$ cat config.mk
export PLATFORM = sky130hd
export DESIGN_NAME = pin_level_and_rail_group_regs
export DESIGN_NICKNAME = d
export VERILOG_FILES = /design/src/verilog/level_sync.v /design/src/verilog/pin_level_and_rail_group_regs.v
export VERILOG_INCLUDE_DIRS = /design/src /design/src/pkg
export SDC_FILE = /design/constraint.sdc
export NUM_CORES = 1
export LEC_CHECK = 0
export BUFFER_PORTS_ARGS = -buffer_cell sky130_fd_sc_hd__buf_2
export CAP_MARGIN = 20
export CORE_ASPECT_RATIO = 1.5
export CORE_UTILIZATION = 35
export DETAILED_ROUTE_END_ITERATION = 8
export GPL_ROUTABILITY_DRIVEN = 0
export PLACE_DENSITY = 0.71
export SLEW_MARGIN = 20
export SYNTH_ARGS = -nofsm -noshare
export SYNTH_HDL_FRONTEND = slang
export SYNTH_SLANG_ARGS = --single-unit
$ cat constraint.sdc
create_clock -name clk -period 1 [get_ports clk]
set_input_delay 0 -clock clk [delete_from_list [all_inputs] [get_ports clk]]
set_output_delay 0 -clock clk [all_outputs]
set_load 0.1 [all_outputs]
$ cat src/pkg/pin_rail_defines.vh
// Offsets, field positions, reset values and codes of the pin and rail bank
`ifndef PIN_RAIL_DEFINES_VH
`define PIN_RAIL_DEFINES_VH

// ==========================================================================
// Register offsets
`define OFS_PIN_DRIVE_LO     8'h3D
`define OFS_PIN_DRIVE_HI     8'h3E
`define OFS_PIN_LEVEL_LO     8'h3F
`define OFS_PIN_LEVEL_HI     8'h40
`define OFS_CONV_GROUP       8'h41
`define OFS_MON_GROUP        8'h43
`define OFS_FAULT_ACTION     8'h44

// ==========================================================================
// Reset values
`define RST_PIN_DRIVE_LO     2'h0
`define RST_PIN_DRIVE_HI     2'h0
`define RST_CONV_GROUP       8'h00
`define RST_MON_GROUP        6'h00
`define RST_FAULT_ACTION     8'h00
`define RST_READ_DATA        8'h00

// ==========================================================================
// Field positions
`define POS_PIN1_DRIVE       0
`define POS_PIN2_DRIVE       1
`define POS_PIN9_DRIVE       0
`define POS_PIN10_DRIVE      1
`define POS_CONVERTER1       0
`define POS_CONVERTER2       2
`define POS_CONVERTER3       4
`define POS_CONVERTER4       6
`define POS_SUPPLY_MON       2
`define POS_MONITOR1         4
`define POS_MONITOR2         6
`define POS_MCU_ACTION       0
`define POS_SOC_ACTION       2
`define POS_OTHER_ACTION     4
`define POS_SEVERE_ACTION    6

// ==========================================================================
// Rail group codes
`define GRP_NONE             2'h0
`define GRP_MCU              2'h1
`define GRP_SOC              2'h2
`define GRP_OTHER            2'h3

// ==========================================================================
// Fault action codes
`define ACT_IMMEDIATE        2'h0
`define ACT_ORDERLY          2'h1
`define ACT_MCU_ERROR        2'h2
`define ACT_SOC_ERROR        2'h3

`endif

$ cat src/verilog/level_sync.v
// Two-stage synchroniser for a group of pin levels
`timescale 1ns/100ps

module level_sync #(
  parameter WIDTH = 10
) (
  // Clock and reset
  input  wire             clk,
  input  wire             rst_b,
  // Levels
  input  wire [WIDTH-1:0] asyncIn,
  output reg  [WIDTH-1:0] syncOut
);

  reg [WIDTH-1:0] stage1_r;

  // ========================================================================
  // Synchroniser
  // First stage feeds only the second stage, so metastability stays here
  always @(posedge clk or negedge rst_b) begin
    if (!rst_b) begin
      stage1_r <= {WIDTH{1'b0}};
      syncOut  <= {WIDTH{1'b0}};
    end else begin
      stage1_r <= asyncIn;
      syncOut  <= stage1_r;
    end
  end

endmodule // level_sync

$ cat src/verilog/pin_level_and_rail_group_regs.v
// Pin drive, pin level and rail group register bank with fault routing
//
// Operation
// - With pins 1 and 2 as outputs, bit 0 drives pin 1 and bit 1 pin 2.
// - Bits 0 and 1 of the high drive register drive pins 9 and 10.
// - Drive bits and group fields take their defaults from a NVM load.
// - The low level register reports pin n in bit n-1 for pins 1 to 8.
// - The high level register at 0x40 reports pins 9 and 10, reset zero.
// - Converters 1 to 4 each hold a two-bit group code in bits 1:0 to 7:6.
// - Supply monitor, monitor one and two hold groups in 3:2, 5:4, 7:6.
// - High drive at 0x3E, converter groups 0x41, monitor groups 0x43.
// - A fault on any rail of a group raises the action chosen for it.
`timescale 1ns/100ps
`include "pin_rail_defines.vh"

module pin_level_and_rail_group_regs (
  // Clock and reset
  input  wire       clk,
  input  wire       rst_b,
  // Register port from the serial control interface
  input  wire [7:0] regAddr,
  input  wire       regWrEn,
  input  wire [7:0] regWrData,
  input  wire       regRdEn,
  output reg  [7:0] regRdData,
  // Non-volatile defaults
  input  wire       nvmLoad,
  input  wire [1:0] nvmDriveLo,
  input  wire [1:0] nvmDriveHi,
  input  wire [7:0] nvmConvGroup,
  input  wire [5:0] nvmMonGroup,
  input  wire [7:0] nvmFaultAction,
  // Pins: levels in, drive for pins 1, 2, 9, 10 out
  input  wire [9:0] pinIn,
  input  wire [3:0] pinIsOutput,
  output reg  [3:0] pinOut,
  output reg  [3:0] pinOutEn,
  // Rail faults: converters 1 to 4, supply monitor, monitor 1, monitor 2
  input  wire [6:0] railFault,
  output reg  [3:0] faultActionReq
);

  // ========================================================================
  // Storage
  reg  [1:0] driveLo_r;                 // pin1/pin2 drive level
  reg  [1:0] driveHi_r;                 // pin9/pin10 drive level
  reg  [7:0] convGroup_r;
  reg  [5:0] monGroup_r;                // bits 7:2 of the monitor register
  reg  [7:0] faultAction_r;
  wire [9:0] pinLevel;
  reg  [7:0] rdData_nxt;
  reg  [3:0] actReq_nxt;
  reg  [2:0] groupFault;
  wire [7:0] monGroupFull;

  // Decode of a group code against one rail's field
  function inRailGroup;
    input [1:0] field;
    input [1:0] grp;
    begin
      inRailGroup = (field == grp);
    end
  endfunction

  // Field of the fault action register for a given group
  function [1:0] actionOf;
    input [7:0] actReg;
    input [1:0] grp;
    begin
      case (grp)
        `GRP_MCU:   actionOf = actReg[`POS_MCU_ACTION+1:`POS_MCU_ACTION];
        `GRP_SOC:   actionOf = actReg[`POS_SOC_ACTION+1:`POS_SOC_ACTION];
        `GRP_OTHER: actionOf = actReg[`POS_OTHER_ACTION+1:`POS_OTHER_ACTION];
        default:    actionOf = `ACT_IMMEDIATE;
      endcase
    end
  endfunction

  // ========================================================================
  // Pin level synchroniser
  level_sync #(
    .WIDTH (10)
  ) u_level_sync (
    .clk     (clk),
    .rst_b   (rst_b),
    .asyncIn (pinIn),
    .syncOut (pinLevel)
  );

  // Monitor fields in register position, reserved bits 1:0 as zero
  assign monGroupFull = {monGroup_r, 2'h0};

  // ========================================================================
  // Writable registers
  // NVM load outranks a host write so boot defaults always land intact
  always @(posedge clk or negedge rst_b) begin
    if (!rst_b) begin
      driveLo_r     <= `RST_PIN_DRIVE_LO;
      driveHi_r     <= `RST_PIN_DRIVE_HI;
      convGroup_r   <= `RST_CONV_GROUP;
      monGroup_r    <= `RST_MON_GROUP;
      faultAction_r <= `RST_FAULT_ACTION;
    end else if (nvmLoad) begin
      driveLo_r     <= nvmDriveLo;
      driveHi_r     <= nvmDriveHi;
      convGroup_r   <= nvmConvGroup;
      monGroup_r    <= nvmMonGroup;
      faultAction_r <= nvmFaultAction;
    end else if (regWrEn) begin
      case (regAddr)
        `OFS_PIN_DRIVE_LO: begin
          driveLo_r <= regWrData[1:0];
        end
        `OFS_PIN_DRIVE_HI: begin
          driveHi_r <= regWrData[1:0];
        end
        `OFS_CONV_GROUP: begin
          convGroup_r <= regWrData;
        end
        `OFS_MON_GROUP: begin
          monGroup_r <= regWrData[7:2];
        end
        `OFS_FAULT_ACTION: begin
          faultAction_r <= regWrData;
        end
        default: begin
          driveLo_r <= driveLo_r;           // Level registers ignore writes
        end
      endcase
    end
  end

  // ========================================================================
  // Read mux
  // Unmapped offsets read zero rather than stale data
  always @* begin
    rdData_nxt = 8'h00;
    case (regAddr)
      `OFS_PIN_DRIVE_LO: rdData_nxt = {6'h00, driveLo_r};
      `OFS_PIN_DRIVE_HI: rdData_nxt = {6'h00, driveHi_r};
      `OFS_PIN_LEVEL_LO: rdData_nxt = pinLevel[7:0];
      `OFS_PIN_LEVEL_HI: rdData_nxt = {6'h00, pinLevel[9:8]};
      `OFS_CONV_GROUP:   rdData_nxt = convGroup_r;
      `OFS_MON_GROUP:    rdData_nxt = monGroupFull;
      `OFS_FAULT_ACTION: rdData_nxt = faultAction_r;
      default:           rdData_nxt = 8'h00;
    endcase
  end

  // Read data held until the next read
  always @(posedge clk or negedge rst_b) begin
    if (!rst_b) begin
      regRdData <= `RST_READ_DATA;
    end else if (regRdEn) begin
      regRdData <= rdData_nxt;
    end
  end

  // ========================================================================
  // Pin drive outputs, bit order pin1, pin2, pin9, pin10
  // Enable follows pin configuration; level always reflects the drive bit
  always @(posedge clk or negedge rst_b) begin
    if (!rst_b) begin
      pinOut   <= 4'h0;
      pinOutEn <= 4'h0;
    end else begin
      pinOut[0] <= driveLo_r[`POS_PIN1_DRIVE];
      pinOut[1] <= driveLo_r[`POS_PIN2_DRIVE];
      pinOut[2] <= driveHi_r[`POS_PIN9_DRIVE];
      pinOut[3] <= driveHi_r[`POS_PIN10_DRIVE];
      pinOutEn  <= pinIsOutput;
    end
  end

  // ========================================================================
  // Group fault detection
  // Index 0 = MCU, 1 = SOC, 2 = OTHER; rails with no group never count
  always @* begin : grp_detect
    integer g;
    reg [1:0] code;
    g          = 0;
    code       = 2'h0;
    groupFault = 3'h0;
    for (g = 0; g < 3; g = g + 1) begin
      code = g[1:0] + 2'h1;
      groupFault[g] =
        (railFault[0] && inRailGroup(convGroup_r[1:0], code)) ||
        (railFault[1] && inRailGroup(convGroup_r[3:2], code)) ||
        (railFault[2] && inRailGroup(convGroup_r[5:4], code)) ||
        (railFault[3] && inRailGroup(convGroup_r[7:6], code)) ||
        (railFault[4] && inRailGroup(monGroupFull[3:2], code)) ||
        (railFault[5] && inRailGroup(monGroupFull[5:4], code)) ||
        (railFault[6] && inRailGroup(monGroupFull[7:6], code));
    end
  end

  // Action request per action code, several may be raised at once
  always @* begin : act_route
    integer g;
    reg [1:0] code;
    reg [1:0] act;
    g          = 0;
    code       = 2'h0;
    act        = 2'h0;
    actReq_nxt = 4'h0;
    for (g = 0; g < 3; g = g + 1) begin
      code = g[1:0] + 2'h1;
      act  = actionOf(faultAction_r, code);
      if (groupFault[g]) begin
        actReq_nxt[act] = 1'b1;
      end
    end
  end

  // Registered request level, one clock behind the fault
  always @(posedge clk or negedge rst_b) begin
    if (!rst_b) begin
      faultActionReq <= 4'h0;
    end else begin
      faultActionReq <= actReq_nxt;
    end
  end

endmodule // pin_level_and_rail_group_regs

Word level (Yosys, flattened, before mapping):

Cells that the tools add are included.

* eq/ne operators: 28
* bitwise gates (word level): 2
* add/subtract/negate cells: 0
* divide/modulo/power cells: 0
* reduce and logical (&&, ||, !) cells: 53
* muxes and demuxes: 25
* order comparisons: 6
* multipliers: 0
* shift operators: 0

Operators with widths (number)
* $pmux W8 S7: 1
* $mux W8: 6
* $eq A8 B7 Y1 const B: 4
* $eq A2 B2 Y1 const B: 14
* $eq A8 B6 Y1 const B: 3
* $logic_and A1 B1 Y1: 24
* $logic_or A1 B1 Y1: 18
* $mux W6: 3
* $eq A2 B1 Y1 const B: 7
* $mux W2: 6
* $mux W4: 3
* $reduce_bool A2 Y1: 6
* $reduce_and A2 Y1: 5
* $lt A2 B3 Y1 const B: 3
* $or A4 B4 Y4: 2
* $demux W1 S2: 3
* $ge A2 B1 Y1 const B: 3
* $mux W1: 3

* output and inout port bits: 20
* bits in latches: 0
* RAM bits: 0
* word-level logic and storage cells: 125
* memories kept: 0
* flip-flop bits (word level): 66
* memory bits (read-only): 0

Depth between registers and ports, before layout:

* word-level depth: 13
* mapped depth: 6
* gate-level depth less buffers: 4

By module:

From an unflattened synthesis, not the netlist that was laid out.

* cells, all modules: 270
* area, all modules: 3012.9 um2

Modules (own cells, without submodules)
* pin_level_and_rail_group_regs: instances 1, area an instance 2512.4 um2, cells each 250, seq. area each 1151.1 um2
* level_sync: instances 1, area an instance 500.5 um2, cells each 20, seq. area each 500.5 um2

Worst setup path after synthesis:

OpenSTA, ideal clock, no wires.

* path kind: input-to-reg
* from: input regAddr[4]
* to: register faultAction_r[0] (netlist: actionOf.actReg[0])
* arrival: 1363 ps
* data required time: 868 ps
* slack: -495 ps
* cell stages on the path: 5
* path through: or4b_1 > or4_1 > buf_4 > mux2i_1 > o21ai_1

* longest elaborated chain between the ends: 3

RTL lines
* start: declaration: line pin_level_and_rail_group_regs.v:21 `input wire [7:0] regAddr,`
* $eq A8 B7 Y1: line pin_level_and_rail_group_regs.v:110 `case (regAddr)`
* $reduce_bool A2 Y1 (no line)
* $reduce_and A2 Y1 (no line)
* end signal: assignment: line pin_level_and_rail_group_regs.v:102 `` faultAction_r <= `RST_FAULT_ACTION; ``
* end signal: assignment: line pin_level_and_rail_group_regs.v:108 `faultAction_r <= nvmFaultAction;`
* end signal: assignment: line pin_level_and_rail_group_regs.v:124 `faultAction_r <= regWrData;`
* end: declaration: line pin_level_and_rail_group_regs.v:49 `reg [7:0] faultAction_r;`

No other way between the ends.
A chain may end at the register's enable or synchronous reset.

Final worst setup path:

* from: input regAddr[4]
* to: register faultAction_r[5] (netlist: actionOf.actReg[5])

Same word-level chain as after synthesis.

==> summary.txt <==
result of the run = complete, but fails checks
failing checks = hold timing, setup timing
cell at the slowest stage of the critical path = sky130_fd_sc_hd__or4b_4
Max clock buf depth = 2
GR Layer Usage met1 = 0.227
global routing usage summed across all routing layers = 0.213
transition at the pin with the smallest max-transition slack = 494 ps
worst IR drop on VDD = 1100 uV
number of violations of the max-capacitance limit = 0
CTS root buffer = sky130_fd_sc_hd__clkbuf_16
number of nets in the synthesized netlist = 357
TritonCTS clock tree = done
Worst Setup Slack post-DPL = -752 ps
power density relative to cell area = 1540 nW/um^2
Worst Setup Slack, final = -382 ps
Logic pwr share = 0.222
number of pins with negative max-slew slack in the final report = 0
number of setup violations in the final report = 30
startpoint of the most critical setup path = regAddr[4]
part of the Yosys area used for sequential elements = 0.544
initial drt markers = 166
count of unresolved DRC violations after routing = 0
worst max-slew margin expressed relative to the limit = 0.670
delay of the slowest cell on the worst path = 530 ps
Yosys Warn Count = 0
vias post-DR = 2969
total power consumption of the routed design = 8210 uW
top-level I/O count = 88
latest clock arrival within the worst-skew pair = 330 ps
wire length of the first global-routing pass = 14400 um
height of the die = 116 um
number of core rows = 41
placed instance area = 4300 um^2
total core area = 8410 um^2
Area Growth Syn to Fin = 75.5%
data required time of the critical path = 1250 ps
final design utilization = 0.633
Post-Synthesis Cells = 289
power share of the sequential group = 0.371
Sw Ratio = 0.270
global-route met3 utilization = 0.0425
total buffers and inverters traversed by the critical path = 2
hold_sp = regWrData[2]
number of nets with antenna violations after detailed routing = 0
fraction of layout instances using a drive strength above 1 = 0.409
number of search-and-repair iterations in the first detailed-routing pass = 4
cells traversed along the worst timing path = buf_6 -> or4b_4 -> or4_4 -> buf_12 -> mux2i_4 -> o21ai_1
number of antenna violations at the first check in global routing = 0
Hold/Removal Path Class = input pin to flip-flop
netlist area before placement = 3040 um^2
LEAKAGE = 0.00246 uW
count of inserted antenna diode cells = 0
internal power = 6000 uW
Worst Skew = 5.58 ps
TritonCTS buffer count = 9
reg2reg start = convGroup_r[3]
Top Usage Layer GRT = met2
M2 GR Usage = 0.391
clock-pin slew on the worst setup and hold paths = 50 ps
CP endpoint kind = flip-flop
average cell area after synthesis = 10.5 um^2
unrepaired setup endpoints after global routing = yes
arrival time of the worst setup path = 1630 ps
routed wire length per instance = 16.0 um
hold slack final = -6.29 ps
overall overflow remaining after global route = 0
die width = 78.0 um
largest fanout on the critical path = 8
pin count of the biggest net entering global routing = 53
H-tree Lvls = 3
crit path kind = input pin to flip-flop
register bit count reported by yosys = 66
CP delay by family, top = simple AND/OR/NAND/NOR gates
quantity of I/O buffers inserted on ports = 87
total negative slack for setup checks = -5500 ps
per-cell via count in the routed design = 5.15
Final nets = 533
max frequency = 723 MHz
total half-perimeter wirelength after legalization and detailed placement = 6440 um
Final min period = 1380 ps
period utilisation layout = 1.38
distinct cell type count of the synthesized netlist = 37
starting utilization of the core area = 0.361
net switching power of the design = 2210 uW
vias in the first global route = 3047
part of the total power dissipated in the clock network = 0.407
final instance area = 5330 um^2
clock sinks = 66
final hold violation count = 1
die area = 9060 um^2
routed wire length = 9220 um
CP startpoint kind = input pin
area by class of cell:
class	count	area [um^2]
fillers	632	3090
flip-flops and latches	66	1660
repair buffers	180	1640
multi-input cells	201	1550
clock buffers	13	260
well taps	107	134
clock inverters	2	60.1
inverters	7	26.3
power groups by stage:
stage | Clock (uW) | Sequential (uW) | Combinational, uW
6_report | 3340 | 3050 | 1820
5_1_grt | 3520 | 3060 | 1940
4_1_cts | 3390 | 3030 | 1760
3_5_place_dp | 0 | 3070 | 1580
3_3_place_gp | 0 | 3060 | 1550
2_1_floorplan | 0 | 3430 | 385
timing repair:
action                                  in CTS  in global routing
setup buffers                                2                  1
hold buffers                                43                  0
endpoints found under the setup margin      24                 37
hold endpoints to repair                   106                  0
gates resized for setup                     23                 31
pin swaps                                   23                 20
per-stage QoR:
stage / hold WS [ps] / instances
4_1_cts: 3.31 / 575
3_5_place_dp: -68.3 / 515
2_1_floorplan: -296 / 289
3_3_place_gp: -78.2 / 515
6_report: -6.29 / 576
5_1_grt: 27.8 / 576
kinds of logic after synthesis:
group	synth area share
simple gates	0.177
compound gates	0.150
buf+inv	0.0297
flops	0.544
mux	0.0989
flip-flops by register name, summed over array words and instances, names as in the netlist:
signal                 flops
driveHi_r                  2
monGroup_r                 6
pinOutEn                   4
u_level_sync.syncOut      10
driveLo_r                  2
u_level_sync.stage1_r     10
faultActionReq             4
regRdData                  8
pinOut                     4
convGroup_r                8
actionOf.actReg            8
cells in the mapped netlist:
| cell | count | area [um^2] |
|---|---|---|
| sky130_fd_sc_hd__buf_4 | 1 | 7.51 |
| sky130_fd_sc_hd__or4b_1 | 1 | 10.0 |
| sky130_fd_sc_hd__or2_1 | 1 | 6.26 |
| sky130_fd_sc_hd__nor4_1 | 2 | 12.5 |
| sky130_fd_sc_hd__a221oi_1 | 6 | 52.6 |
| sky130_fd_sc_hd__o22ai_1 | 2 | 12.5 |
| sky130_fd_sc_hd__o21ai_0 | 22 | 110 |
| sky130_fd_sc_hd__clkbuf_1 | 8 | 30.0 |
| sky130_fd_sc_hd__buf_1 | 3 | 11.3 |
| sky130_fd_sc_hd__o311ai_0 | 4 | 35.0 |
| sky130_fd_sc_hd__nor4b_1 | 1 | 8.76 |
| sky130_fd_sc_hd__nand3_1 | 10 | 50.1 |
| sky130_fd_sc_hd__a211oi_1 | 7 | 52.6 |
| sky130_fd_sc_hd__o2bb2ai_1 | 2 | 17.5 |
| sky130_fd_sc_hd__dfrtp_1 | 66 | 1650 |
| sky130_fd_sc_hd__o221ai_1 | 1 | 8.76 |
| sky130_fd_sc_hd__o21ai_1 | 12 | 60.1 |
| sky130_fd_sc_hd__buf_2 | 3 | 15.0 |
| sky130_fd_sc_hd__o211ai_1 | 4 | 30.0 |
| sky130_fd_sc_hd__nand2b_1 | 1 | 6.26 |
| sky130_fd_sc_hd__nor3_1 | 3 | 15.0 |
| sky130_fd_sc_hd__and3_1 | 1 | 6.26 |
| sky130_fd_sc_hd__and2_1 | 1 | 6.26 |
| sky130_fd_sc_hd__o31ai_1 | 8 | 60.1 |
| sky130_fd_sc_hd__nand4_1 | 4 | 25.0 |
| sky130_fd_sc_hd__a22oi_1 | 1 | 7.51 |
| sky130_fd_sc_hd__o32ai_1 | 1 | 8.76 |
| sky130_fd_sc_hd__nand2_1 | 42 | 158 |
| sky130_fd_sc_hd__nand3b_1 | 21 | 158 |
| sky130_fd_sc_hd__or4_1 | 2 | 15.0 |
| sky130_fd_sc_hd__inv_1 | 6 | 22.5 |
| sky130_fd_sc_hd__inv_2 | 1 | 3.75 |
| sky130_fd_sc_hd__nor2_1 | 6 | 22.5 |
| sky130_fd_sc_hd__nand4bb_1 | 1 | 11.3 |
| sky130_fd_sc_hd__and4_1 | 1 | 8.76 |
| sky130_fd_sc_hd__nor2b_1 | 3 | 18.8 |
| sky130_fd_sc_hd__mux2i_1 | 30 | 300 |
layout by cell type, fill, tap and decap left out, types with 2 or more instances in the layout:
cell type,count
sky130_fd_sc_hd__nand2_1,41
sky130_fd_sc_hd__buf_2,64
sky130_fd_sc_hd__mux2i_2,2
sky130_fd_sc_hd__buf_4,39
sky130_fd_sc_hd__o31ai_2,4
sky130_fd_sc_hd__a211oi_2,7
sky130_fd_sc_hd__clkbuf_16,9
sky130_fd_sc_hd__o21ai_1,27
sky130_fd_sc_hd__mux2i_4,2
sky130_fd_sc_hd__clkbuf_8,2
sky130_fd_sc_hd__buf_12,24
sky130_fd_sc_hd__buf_6,10
sky130_fd_sc_hd__o211ai_1,4
sky130_fd_sc_hd__bufinv_16,2
sky130_fd_sc_hd__dfrtp_2,4
sky130_fd_sc_hd__nor3_4,2
sky130_fd_sc_hd__dlygate4sd3_1,43
sky130_fd_sc_hd__dfrtp_1,62
sky130_fd_sc_hd__nand3_1,10
sky130_fd_sc_hd__o31ai_1,4
sky130_fd_sc_hd__o2bb2ai_1,2
sky130_fd_sc_hd__nand4_1,4
sky130_fd_sc_hd__nand3b_1,21
sky130_fd_sc_hd__clkbuf_1,2
sky130_fd_sc_hd__o21ai_0,6
sky130_fd_sc_hd__a221oi_2,6
sky130_fd_sc_hd__or4_4,2
sky130_fd_sc_hd__o311ai_1,3
sky130_fd_sc_hd__nor2b_1,2
sky130_fd_sc_hd__mux2i_1,26
sky130_fd_sc_hd__nor2_1,5
sky130_fd_sc_hd__inv_1,6
sky130_fd_sc_hd__o22ai_1,2
per-layer routing:
metal  vias up  wire length [um]
met3        28               378
met1      1408              3470
met4         0               263
met5         -                 0
li1       1425                 -
met2       108              5110
final timing paths:
check	to	slack, ps	cells past startpoint
setup / recovery	actionOf.actReg[5]	-380	6
hold / removal	convGroup_r[2]	-6	3
setup reg to reg	faultActionReq[1]	-330	4
hold reg to reg	u_level_sync.syncOut[8]	350	0
max in group asynchronous	convGroup_r[6]	360	3
min in group asynchronous	u_level_sync.stage1_r[3]	110	2
worst reg2reg max path, cell delays in order (launching register included):
cell	delay (ps)
sky130_fd_sc_hd__dfrtp_1	410
sky130_fd_sc_hd__nand3b_1	130
sky130_fd_sc_hd__o211ai_1	160
sky130_fd_sc_hd__o311ai_1	330
sky130_fd_sc_hd__nand3_1	150
Note: power is estimated with default switching activity, not from simulation.
